### src/include/lrx_defs.svh
// register map, field positions and filter bounds of the link control bank
`ifndef LRX_DEFS_SVH
`define LRX_DEFS_SVH
`define LRX_CTRL_OFF 6'h02
`define LRX_CTRL_RESET 32'h0000_0000
`define LRX_RX_EN 6
`define LRX_PH_BUSY 7
`define LRX_PH_ON 8
`define LRX_PH_RO 9
`define LRX_TX_RST 10
`define LRX_RX_RST 11
`define LRX_BLK_LO 12
`define LRX_BLK_HI 15
`define LRX_RC_LO 16
`define LRX_RC_HI 17
`define LRX_BCAST_NODE 6'h3F
`define LRX_LOW_SPACE_TOP 16'h0000
`define LRX_BUSDEP_LOW_FIRST 48'hFFFF_F000_0200
`define LRX_BUSDEP_LOW_LAST 48'hFFFF_F000_027F
`define LRX_BUSDEP_HIGH_FIRST 48'hFFFF_F000_0380
`define LRX_BUSDEP_HIGH_LAST 48'hFFFF_F000_03FF
`endif

### src/include/lrx_pkg.sv
// shared types of the link control bank
package lrx_pkg;
	typedef enum logic [1:0]
	{
		LRX_RETRY_0 = 2'h0,
		LRX_RETRY_X = 2'h1,
		LRX_RETRY_A = 2'h2,
		LRX_RETRY_B = 2'h3
	} lrx_retry_t;
endpackage

### src/rtl/lrx_link_control.sv
// link control register bank: receive filter, soft resets and retry code capture
`include "lrx_defs.svh"
`timescale 1ns/1ns
`default_nettype none
module lrx_link_control
(
	input wire logic clk_i,
	input wire logic rst_i,
	input wire logic wb_cyc_i,
	input wire logic wb_stb_i,
	input wire logic wb_we_i,
	input wire logic [7:0] wb_adr_i,
	input wire logic [3:0] wb_sel_i,
	input wire logic [31:0] wb_dat_i,
	output logic [31:0] wb_dat_o,
	output logic wb_ack_o,
	input wire logic rx_valid_i,
	input wire logic [5:0] rx_dest_node_i,
	input wire logic [47:0] rx_offset_i,
	input wire logic rx_is_request_i,
	input wire logic rx_is_write_i,
	output logic rx_accept_o,
	output logic rx_busy_ack_o,
	output logic rx_reject_o,
	input wire logic tx_ack_valid_i,
	input wire logic [1:0] tx_ack_retry_i,
	input wire logic tx_resend_i,
	input wire logic [1:0] tx_pkt_retry_i,
	output logic tx_resend_o,
	output logic [1:0] tx_resend_code_o,
	output logic tx_soft_reset_o,
	output logic rx_soft_reset_o
);

	// ********************************
	// register storage
	// ********************************
	logic receiver_enable;
	logic phys_access_busy;
	logic phys_access_active;
	logic phys_access_read_only;
	logic [3:0] broadcast_csr_block;
	lrx_pkg::lrx_retry_t last_retry_code;
	logic [31:0] ctrl_view;
	logic bus_req;
	logic ctrl_hit;
	logic ctrl_wr;

	assign bus_req = wb_cyc_i && wb_stb_i && !wb_ack_o;
	assign ctrl_hit = wb_adr_i[7:2] == `LRX_CTRL_OFF;
	assign ctrl_wr = bus_req && wb_we_i && ctrl_hit;

	always_comb
	begin
		ctrl_view = `LRX_CTRL_RESET;
		ctrl_view[`LRX_RX_EN] = receiver_enable;
		ctrl_view[`LRX_PH_BUSY] = phys_access_busy;
		ctrl_view[`LRX_PH_ON] = phys_access_active;
		ctrl_view[`LRX_PH_RO] = phys_access_read_only;
		ctrl_view[`LRX_TX_RST] = tx_soft_reset_o;
		ctrl_view[`LRX_RX_RST] = rx_soft_reset_o;
		ctrl_view[`LRX_BLK_HI:`LRX_BLK_LO] = broadcast_csr_block;
		ctrl_view[`LRX_RC_HI:`LRX_RC_LO] = last_retry_code;
	end

	// ********************************
	// wishbone slave, one wait-free ack
	// ********************************
	always_ff @(posedge clk_i)
	begin
		if (rst_i)
		begin
			wb_ack_o <= 1'b0;
			wb_dat_o <= `LRX_CTRL_RESET;
		end
		else
		begin
			wb_ack_o <= bus_req;
			// unmapped addresses answer with zero
			wb_dat_o <= (bus_req && !wb_we_i && ctrl_hit) ? ctrl_view : `LRX_CTRL_RESET;
		end
	end

	// only bytes 0 and 1 hold writable fields
	always_ff @(posedge clk_i)
	begin
		if (rst_i)
		begin
			receiver_enable <= 1'b0;
			phys_access_busy <= 1'b0;
			phys_access_active <= 1'b0;
			phys_access_read_only <= 1'b0;
			broadcast_csr_block <= 4'h0;
		end
		else
		begin
			if (ctrl_wr && wb_sel_i[0])
			begin
				receiver_enable <= wb_dat_i[`LRX_RX_EN];
				phys_access_busy <= wb_dat_i[`LRX_PH_BUSY];
			end
			if (ctrl_wr && wb_sel_i[1])
			begin
				phys_access_active <= wb_dat_i[`LRX_PH_ON];
				phys_access_read_only <= wb_dat_i[`LRX_PH_RO];
				broadcast_csr_block <= wb_dat_i[`LRX_BLK_HI:`LRX_BLK_LO];
			end
		end
	end

	// ********************************
	// self-clearing soft resets
	// ********************************
	// a set bit lives one cycle and doubles as the reset pulse
	always_ff @(posedge clk_i)
	begin
		if (rst_i)
		begin
			tx_soft_reset_o <= 1'b0;
			rx_soft_reset_o <= 1'b0;
		end
		else
		begin
			tx_soft_reset_o <= ctrl_wr && wb_sel_i[1] && wb_dat_i[`LRX_TX_RST];
			rx_soft_reset_o <= ctrl_wr && wb_sel_i[1] && wb_dat_i[`LRX_RX_RST];
		end
	end

	// ********************************
	// receive filter
	// ********************************
	logic is_bcast;
	logic low_space;
	logic blk_low;
	logic blk_high;
	logic ph_busy;
	logic ph_refuse;

	assign is_bcast = rx_dest_node_i == `LRX_BCAST_NODE;
	assign low_space = rx_offset_i[47:32] == `LRX_LOW_SPACE_TOP;
	assign blk_low = broadcast_csr_block[0] && rx_offset_i >= `LRX_BUSDEP_LOW_FIRST
		&& rx_offset_i <= `LRX_BUSDEP_LOW_LAST;
	assign blk_high = broadcast_csr_block[3] && rx_offset_i >= `LRX_BUSDEP_HIGH_FIRST
		&& rx_offset_i <= `LRX_BUSDEP_HIGH_LAST;
	// physical checks only apply to low-space requests with the path on
	assign ph_busy = phys_access_active && rx_is_request_i && low_space
		&& (!phys_access_read_only || !rx_is_write_i) && phys_access_busy;
	assign ph_refuse = phys_access_active && rx_is_request_i && low_space
		&& phys_access_read_only && rx_is_write_i;

	// a receiver reset aborts any decision in flight
	always_ff @(posedge clk_i)
	begin
		if (rst_i || rx_soft_reset_o)
		begin
			rx_accept_o <= 1'b0;
			rx_busy_ack_o <= 1'b0;
			rx_reject_o <= 1'b0;
		end
		else if (!rx_valid_i || !receiver_enable)
		begin
			rx_accept_o <= 1'b0;
			rx_busy_ack_o <= 1'b0;
			rx_reject_o <= 1'b0;
		end
		else if (is_bcast && (blk_low || blk_high))
		begin
			rx_accept_o <= 1'b0;
			rx_busy_ack_o <= 1'b0;
			rx_reject_o <= 1'b1;
		end
		else if (ph_busy)
		begin
			rx_accept_o <= 1'b0;
			rx_busy_ack_o <= 1'b1;
			rx_reject_o <= 1'b0;
		end
		else if (ph_refuse)
		begin
			rx_accept_o <= 1'b0;
			rx_busy_ack_o <= 1'b0;
			rx_reject_o <= 1'b1;
		end
		else
		begin
			rx_accept_o <= 1'b1;
			rx_busy_ack_o <= 1'b0;
			rx_reject_o <= 1'b0;
		end
	end

	// ********************************
	// retry code capture and resend
	// ********************************
	// read-only to software: no bus path writes it
	always_ff @(posedge clk_i)
	begin
		if (rst_i || tx_soft_reset_o)
			last_retry_code <= lrx_pkg::LRX_RETRY_0;
		else if (tx_ack_valid_i)
			last_retry_code <= lrx_pkg::lrx_retry_t'(tx_ack_retry_i);
	end

	always_ff @(posedge clk_i)
	begin
		if (rst_i || tx_soft_reset_o)
		begin
			tx_resend_o <= 1'b0;
			tx_resend_code_o <= 2'h0;
		end
		else
		begin
			tx_resend_o <= tx_resend_i;
			// software leaves the packet field at new, so OR merges cleanly
			tx_resend_code_o <= tx_resend_i ? (tx_pkt_retry_i | last_retry_code) : 2'h0;
		end
	end

	// ********************************
	// checks
	// ********************************
	rx_disabled_a: assert property (@(posedge clk_i) disable iff (rst_i)
		!receiver_enable && !$past(receiver_enable) |-> !rx_accept_o && !rx_busy_ack_o)
		else $error("packet taken while receiver disabled");
	busy_ack_cause_a: assert property (@(posedge clk_i) disable iff (rst_i)
		rx_busy_ack_o |-> $past(phys_access_active && phys_access_busy && rx_valid_i && receiver_enable))
		else $error("busy ack without physical busy");
	phys_off_a: assert property (@(posedge clk_i) disable iff (rst_i)
		rx_valid_i && receiver_enable && !phys_access_active && !is_bcast && !rx_soft_reset_o
		|=> rx_accept_o)
		else $error("physical bits applied while path off");
	ro_write_a: assert property (@(posedge clk_i) disable iff (rst_i)
		rx_valid_i && receiver_enable && !is_bcast && ph_refuse && !rx_soft_reset_o
		|=> rx_reject_o && !rx_accept_o)
		else $error("read-only low write accepted");
	tx_reset_clear_a: assert property (@(posedge clk_i) disable iff (rst_i)
		tx_soft_reset_o |=> !tx_soft_reset_o && last_retry_code == lrx_pkg::LRX_RETRY_0 && !tx_resend_o)
		else $error("transmitter reset did not clear");
	rx_reset_clear_a: assert property (@(posedge clk_i) disable iff (rst_i)
		rx_soft_reset_o |=> !rx_soft_reset_o && !rx_accept_o)
		else $error("receiver reset did not clear");
	bcast_low_drop_a: assert property (@(posedge clk_i) disable iff (rst_i)
		rx_valid_i && receiver_enable && is_bcast && blk_low && !rx_soft_reset_o |=> rx_reject_o)
		else $error("blocked low broadcast received");
	bcast_high_drop_a: assert property (@(posedge clk_i) disable iff (rst_i)
		rx_valid_i && receiver_enable && is_bcast && blk_high && !rx_soft_reset_o |=> rx_reject_o)
		else $error("blocked high broadcast received");
	retry_capture_a: assert property (@(posedge clk_i) disable iff (rst_i)
		tx_ack_valid_i && !tx_soft_reset_o |=> last_retry_code == $past(tx_ack_retry_i))
		else $error("retry code not captured");
	resend_merge_a: assert property (@(posedge clk_i) disable iff (rst_i)
		tx_resend_i && !tx_soft_reset_o |=> tx_resend_o
		&& tx_resend_code_o == ($past(tx_pkt_retry_i) | $past(last_retry_code)))
		else $error("resend code not merged");
	bcast_accept_a: assert property (@(posedge clk_i) disable iff (rst_i)
		rx_valid_i && receiver_enable && is_bcast && !blk_low && !blk_high && !ph_busy && !ph_refuse
		&& !rx_soft_reset_o |=> rx_accept_o)
		else $error("broadcast not accepted");
	retry_ro_a: assert property (@(posedge clk_i) disable iff (rst_i)
		!tx_ack_valid_i && !tx_soft_reset_o |=> $stable(last_retry_code))
		else $error("retry code changed without an acknowledge");
	wb_ack_pulse_a: assert property (@(posedge clk_i) disable iff (rst_i)
		wb_ack_o |=> !wb_ack_o)
		else $error("ack held two cycles");

	// ********************************
	// bus, receive and transmit checks
	// ********************************
	// read data must be zero outside an ack so a late sampler sees nothing stale
	wb_dat_idle_a: assert property (@(posedge clk_i) disable iff (rst_i)
		!wb_ack_o |-> wb_dat_o == `LRX_CTRL_RESET)
		else $error("read data outside ack");
	wb_ack_cause_a: assert property (@(posedge clk_i) disable iff (rst_i)
		wb_ack_o |-> $past(wb_cyc_i && wb_stb_i))
		else $error("ack without request");
	wb_read_zero_a: assert property (@(posedge clk_i) disable iff (rst_i)
		wb_ack_o && $past(!ctrl_hit) |-> wb_dat_o == `LRX_CTRL_RESET)
		else $error("unmapped read not zero");
	enable_write_a: assert property (@(posedge clk_i) disable iff (rst_i)
		ctrl_wr && wb_sel_i[0] |=> receiver_enable == $past(wb_dat_i[`LRX_RX_EN]))
		else $error("receiver enable not stored");
	phys_write_a: assert property (@(posedge clk_i) disable iff (rst_i)
		ctrl_wr && wb_sel_i[1] |=> phys_access_active == $past(wb_dat_i[`LRX_PH_ON])
		&& phys_access_read_only == $past(wb_dat_i[`LRX_PH_RO]))
		else $error("physical access bits not stored");
	block_write_a: assert property (@(posedge clk_i) disable iff (rst_i)
		ctrl_wr && wb_sel_i[1] |=> broadcast_csr_block == $past(wb_dat_i[`LRX_BLK_HI:`LRX_BLK_LO]))
		else $error("broadcast block field not stored");
	rx_onehot_a: assert property (@(posedge clk_i) disable iff (rst_i)
		$onehot0({rx_accept_o, rx_busy_ack_o, rx_reject_o}))
		else $error("more than one receive decision");
	rx_answer_a: assert property (@(posedge clk_i) disable iff (rst_i)
		rx_valid_i && receiver_enable && !rx_soft_reset_o |=> $onehot({rx_accept_o, rx_busy_ack_o, rx_reject_o}))
		else $error("packet got no decision");
	rx_idle_a: assert property (@(posedge clk_i) disable iff (rst_i)
		!rx_valid_i |=> !rx_accept_o && !rx_busy_ack_o && !rx_reject_o)
		else $error("decision without a packet");
	busy_ack_a: assert property (@(posedge clk_i) disable iff (rst_i)
		rx_valid_i && receiver_enable && ph_busy && !(is_bcast && (blk_low || blk_high))
		&& !rx_soft_reset_o |=> rx_busy_ack_o)
		else $error("busy ack missing");
	busy_path_a: assert property (@(posedge clk_i) disable iff (rst_i)
		rx_busy_ack_o |-> $past(phys_access_active && low_space && rx_is_request_i))
		else $error("busy ack outside low request space");
	ro_read_a: assert property (@(posedge clk_i) disable iff (rst_i)
		rx_valid_i && receiver_enable && !rx_is_write_i && !ph_busy && !(is_bcast && (blk_low || blk_high))
		&& !rx_soft_reset_o |=> rx_accept_o)
		else $error("read refused");
	reject_cause_a: assert property (@(posedge clk_i) disable iff (rst_i)
		rx_reject_o |-> $past((is_bcast && (blk_low || blk_high)) || ph_refuse))
		else $error("packet dropped without cause");
	rx_reset_abort_a: assert property (@(posedge clk_i) disable iff (rst_i)
		rx_soft_reset_o |=> !rx_busy_ack_o && !rx_reject_o)
		else $error("receiver reset left a decision");
	rx_reset_read_a: assert property (@(posedge clk_i) disable iff (rst_i)
		rx_soft_reset_o |=> !ctrl_view[`LRX_RX_RST])
		else $error("receiver reset bit still set");
	tx_reset_cause_a: assert property (@(posedge clk_i) disable iff (rst_i)
		tx_soft_reset_o |-> $past(ctrl_wr && wb_dat_i[`LRX_TX_RST]))
		else $error("transmitter reset without a write");
	resend_idle_a: assert property (@(posedge clk_i) disable iff (rst_i)
		!tx_resend_i |=> !tx_resend_o && tx_resend_code_o == lrx_pkg::LRX_RETRY_0)
		else $error("resend output without request");
	// software writes must never reach the captured code
	soft_write_hold_a: assert property (@(posedge clk_i) disable iff (rst_i)
		ctrl_wr && !tx_ack_valid_i && !tx_soft_reset_o |=> $stable(last_retry_code))
		else $error("retry code written by software");

	busy_seen_c: cover property (@(posedge clk_i) disable iff (rst_i) rx_busy_ack_o);
	bcast_drop_c: cover property (@(posedge clk_i) disable iff (rst_i) rx_valid_i && is_bcast && blk_high ##1 rx_reject_o);
	resend_c: cover property (@(posedge clk_i) disable iff (rst_i) tx_ack_valid_i ##[1:4] tx_resend_i);
	rx_reset_c: cover property (@(posedge clk_i) disable iff (rst_i) rx_soft_reset_o);
	ro_read_busy_c: cover property (@(posedge clk_i) disable iff (rst_i)
		rx_valid_i && !rx_is_write_i && phys_access_read_only ##1 rx_busy_ack_o);

endmodule
`default_nettype wire

### config.mk
export PLATFORM = sky130hd
export DESIGN_NAME = lrx_link_control
export DESIGN_NICKNAME = d
export VERILOG_FILES = /design/src/include/lrx_pkg.sv /design/src/rtl/lrx_link_control.sv
export VERILOG_INCLUDE_DIRS = /design/src /design/src/include
export SDC_FILE = /design/constraint.sdc
export NUM_CORES = 1
export LEC_CHECK = 0
export ABC_AREA = 1
export BUFFER_PORTS_ARGS = -buffer_cell sky130_fd_sc_hd__buf_4
export CORE_MARGIN = 2
export CORE_UTILIZATION = 33
export CTS_BUF_LIST = sky130_fd_sc_hd__clkbuf_4
export CTS_CLUSTER_SIZE = 16
export DETAILED_ROUTE_END_ITERATION = 8
export PLACE_DENSITY_LB_ADDON = 0.08
export SYNTH_ARGS = -nofsm -noshare
export SYNTH_HDL_FRONTEND = slang
export SYNTH_SLANG_ARGS = --single-unit
### constraint.sdc
create_clock -name clk_i -period 1.3 [get_ports clk_i]
set_clock_uncertainty 0.1 [all_clocks]
set_input_delay 0.13 -clock clk_i [delete_from_list [all_inputs] [get_ports clk_i]]
set_output_delay 0.13 -clock clk_i [all_outputs]
set_load 0.01 [all_outputs]
==> insert_results.sql <==
INSERT INTO impl_metrics (metric_group, metric, value, unit) VALUES
('sta', 'finalCriticalPeriod', '1.30', 'ns'),
('route', 'dr_total_vias', '1690', ''),
('route', 'routed_wire_length_per_instance', '9.98', 'um'),
('cells_and_area', 'area_growth_syn_to_layout', '75.5', '%'),
('min_path', 'hold_class', 'in -> reg', ''),
('cells_and_area', 'fill_cells', '402', ''),
('yosys', 'ys_seq_area_share', '40.8', '%'),
('outcome', 'violations', 'negative hold slack, negative setup slack', ''),
('cells_and_area', 'antenna_cells', '0', ''),
('yosys', 'complex_gate_fraction_of_the_synthesized_area', '6.74', '%'),
('power', 'proportion_of_power_drawn_by_flip_flops_and_latches', '47.1', '%'),
('yosys', 'syn_area', '1520', 'um^2'),
('power', 'combinational_cell_fraction_of_total_power', '17.6', '%'),
('global_route', 'grt_use_met3', '4.58', '%'),
('global_route', 'globalRouteMet1Util', '17.6', '%'),
('clocking', 'clockRootBuffer', 'clkbuf_4', ''),
('yosys', 'synth-simple-area-share', '34.8', '%'),
('sta', 'report.final.setup_viol', '1', ''),
('critical_path', 'type_of_destination_of_the_critical_path', 'flop', ''),
('power', 'p_int', '1580', 'uW'),
('yosys', 'synth.lib_cells_used.distinct', '25', ''),
('route', 'route.final.wire_length', '4050', 'um'),
('route', 'route.antenna.remaining_nets', '0', ''),
('clocking', 'clock_tree.htree_level_count', '2', ''),
('route', 'post_drt_via_cell_ratio', '4.16', ''),
('yosys', 'yosys-mux-area-fraction', '0', '%'),
('clocking', 'clkLatencyLatePin', '0.33', 'ns'),
('yosys', 'avgSynthCellArea', '6.98', 'um^2'),
('clocking', 'cts_inserted_buffers', '5', ''),
('power', 'power-per-cell-area', '766', 'nW/um^2'),
('route', 'detail_route.first_pass.iterations', '3', ''),
('clocking', 'cts_tree', 'built', ''),
('sta', 'fin_setup_tns', '-0.00199', 'ns'),
('global_route', 'grt_pass1_wl', '6250', 'um'),
('floorplanning', 'die_w', '71.9', 'um'),
('route', 'drt_iter0_drc', '43', ''),
('global_route', 'grt-ovfl-total', '0', ''),
('floorplanning', 'initial_core_util', '34.5', '%'),
('power', 'netSwitchingPower', '465', 'uW'),
('sta', 'max_clk_rate', '768', 'MHz'),
('place', 'place.detailed.instances', '375', ''),
('floorplanning', 'core_area', '4410', 'um^2'),
('power', 'swShare', '22.7', '%'),
('global_route', 'use_met2', '27.5', '%'),
('global_route', 'global_route.peak_usage_layer', 'met2', ''),
('outcome', 'run_status', 'finished, violations left', ''),
('cells_and_area', 'drive_above_1_share', '40.4', '%'),
('flow_run', 'maxCapViolations', '0', ''),
('place', 'hpwl', '3020', 'um'),
('place', 'io_buffer_count', '106', ''),
('cells_and_area', 'nNetsFinal', '465', ''),
('power', 'clk_network_pwr_share', '35.3', '%'),
('critical_path', 'crit_type', 'reg -> reg', ''),
('sta', 'hold_ws', '-0.0112', 'ns'),
('critical_path', 'start_kind', 'flop', ''),
('critical_path', 'worstPathArrival', '1.46', 'ns'),
('cells_and_area', 'layout.cells.non_filler', '406', ''),
('clocking', 'max-clock-path-buffers', '2', ''),
('global_route', 'grt_util_all_layers', '15.5', '%'),
('sta', 'postLayoutSetupSlackWorst', '-0.00199', 'ns'),
('yosys', 'synth_adder_area_share', '0', '%'),
('power', 'worst_ir_drop_vdd', '0.000366', 'V'),
('clocking', 'clock_tree_sinks', '31', ''),
('route', 'drc', '0', ''),
('sta', 'grt_setup_unrepaired', 'yes', ''),
('cells_and_area', 'most-common-layout-cells', 'buf_4 (113), nor2_1 (59), nand2_1 (36)', ''),
('floorplanning', 'ios', '153', ''),
('clocking', 'clk_pin_slew', '0.10', 'ns'),
('yosys', 'synth-warning-count', '0', ''),
('sta', 'final-hold-violation-count', '5', ''),
('global_route', 'number_of_antenna_violations_at_the_first_check_in_global_routing', '0', '');
## worst max-delay path: stages (launching register included)
cell and delay, ns:
dfxtp_2 0.33, nand3b_1 0.20, nor3_4 0.17, buf_4 0.15, nand2_4 0.09, a211oi_1 0.19
## timing repair
action                                  4_1_cts  5_1_grt
hold endpoints to repair                     16       10
endpoints found under the setup margin       11       25
hold buffers                                 17        1
gates resized for setup                      12        7
cloned                                        1        0
pin swaps                                     6        3
setup buffers                                 3        1
## cell type report
cell class                 count  area (um^2)  area share, %
timing repair buffer         131         1030           38.5
clock buffer                   5         37.5           1.40
multi-input combinational    158          782           29.3
tap                           52         65.1           2.43
sequential                    31          623           23.3
clock inverter                 3         38.8           1.45
inverter                      26         97.6           3.65
## cell usage after synthesis, drive strengths merged
cell type	count	share of area [%]
o21ai	2	0.66
or2	1	0.41
nor2	65	16
nor3b	2	0.99
inv	26	6.4
nand4	3	1.2
a21oi	3	0.99
dfxtp	31	41
nor3	5	2.7
o211ai	1	0.49
nand2	38	9.5
a211oi	8	4.6
clkbuf	1	0.25
conb	1	0.25
nor4	3	1.2
buf	22	11
nand3	3	0.99
nand3b	3	1.5
## per-layer routing
layer | routed length [um] | share of wire [%]
met5 | 0 | 0
met4 | 59 | 1.5
met3 | 402 | 9.9
met2 | 1990 | 49
met1 | 1600 | 40
## final timing paths
check | start | to | slack [ns] | depth (start not counted)
hold / removal | rst_i | phys_access_active$_SDFFE_PP0P_ | -0.01 | 2
hold reg to reg | rx_soft_reset_o$_SDFF_PP0_ | wb_dat_o[11]$_SDFF_PP0_ | 0.35 | 2
setup reg to reg | wb_ack_o$_SDFF_PP0_ | broadcast_csr_block[2]$_SDFFE_PP0P_ | -0.002 | 5
setup / recovery | wb_ack_o$_SDFF_PP0_ | broadcast_csr_block[2]$_SDFFE_PP0P_ | -0.002 | 5
## cells by family (layout without fill, tap and decap cells)
family | after synthesis | count (layout)
buffers and inverters | 49 | 165
DFF | 31 | 31
other | 1 | 20
AOI/OAI and AO/OA | 14 | 14
and+or+nand+nor | 123 | 124
## through the flow
stage	hold slack, ns	setup WS (ns)	area (um^2)	utilization (%)
floorplan	0.106	0.00894	1600	-
global placement	0.249	-0.0868	2310	52.3
detailed placement	0.255	-0.101	2310	52.3
CTS	-0.0312	-0.0708	2640	59.7
global route	-0.0247	-0.110	2670	60.5
finish	-0.0112	-0.00199	2670	60.5
## power by group through the flow
stage	clock network, uW	registers [uW]	logic [uW]
6_report	722	964	361
5_1_grt	785	967	395
4_1_cts	748	965	357
3_5_place_dp	0	987	309
3_3_place_gp	0	986	305
2_1_floorplan	0	989	129
## flip-flops by register name (all words and copies together), names as in the netlist, 2 cells and up
name,cells
broadcast_csr_block,4
last_retry_code,2
wb_dat_o,12
tx_resend_code_o,2
No activity file was read; power rests on OpenSTA's default activity.
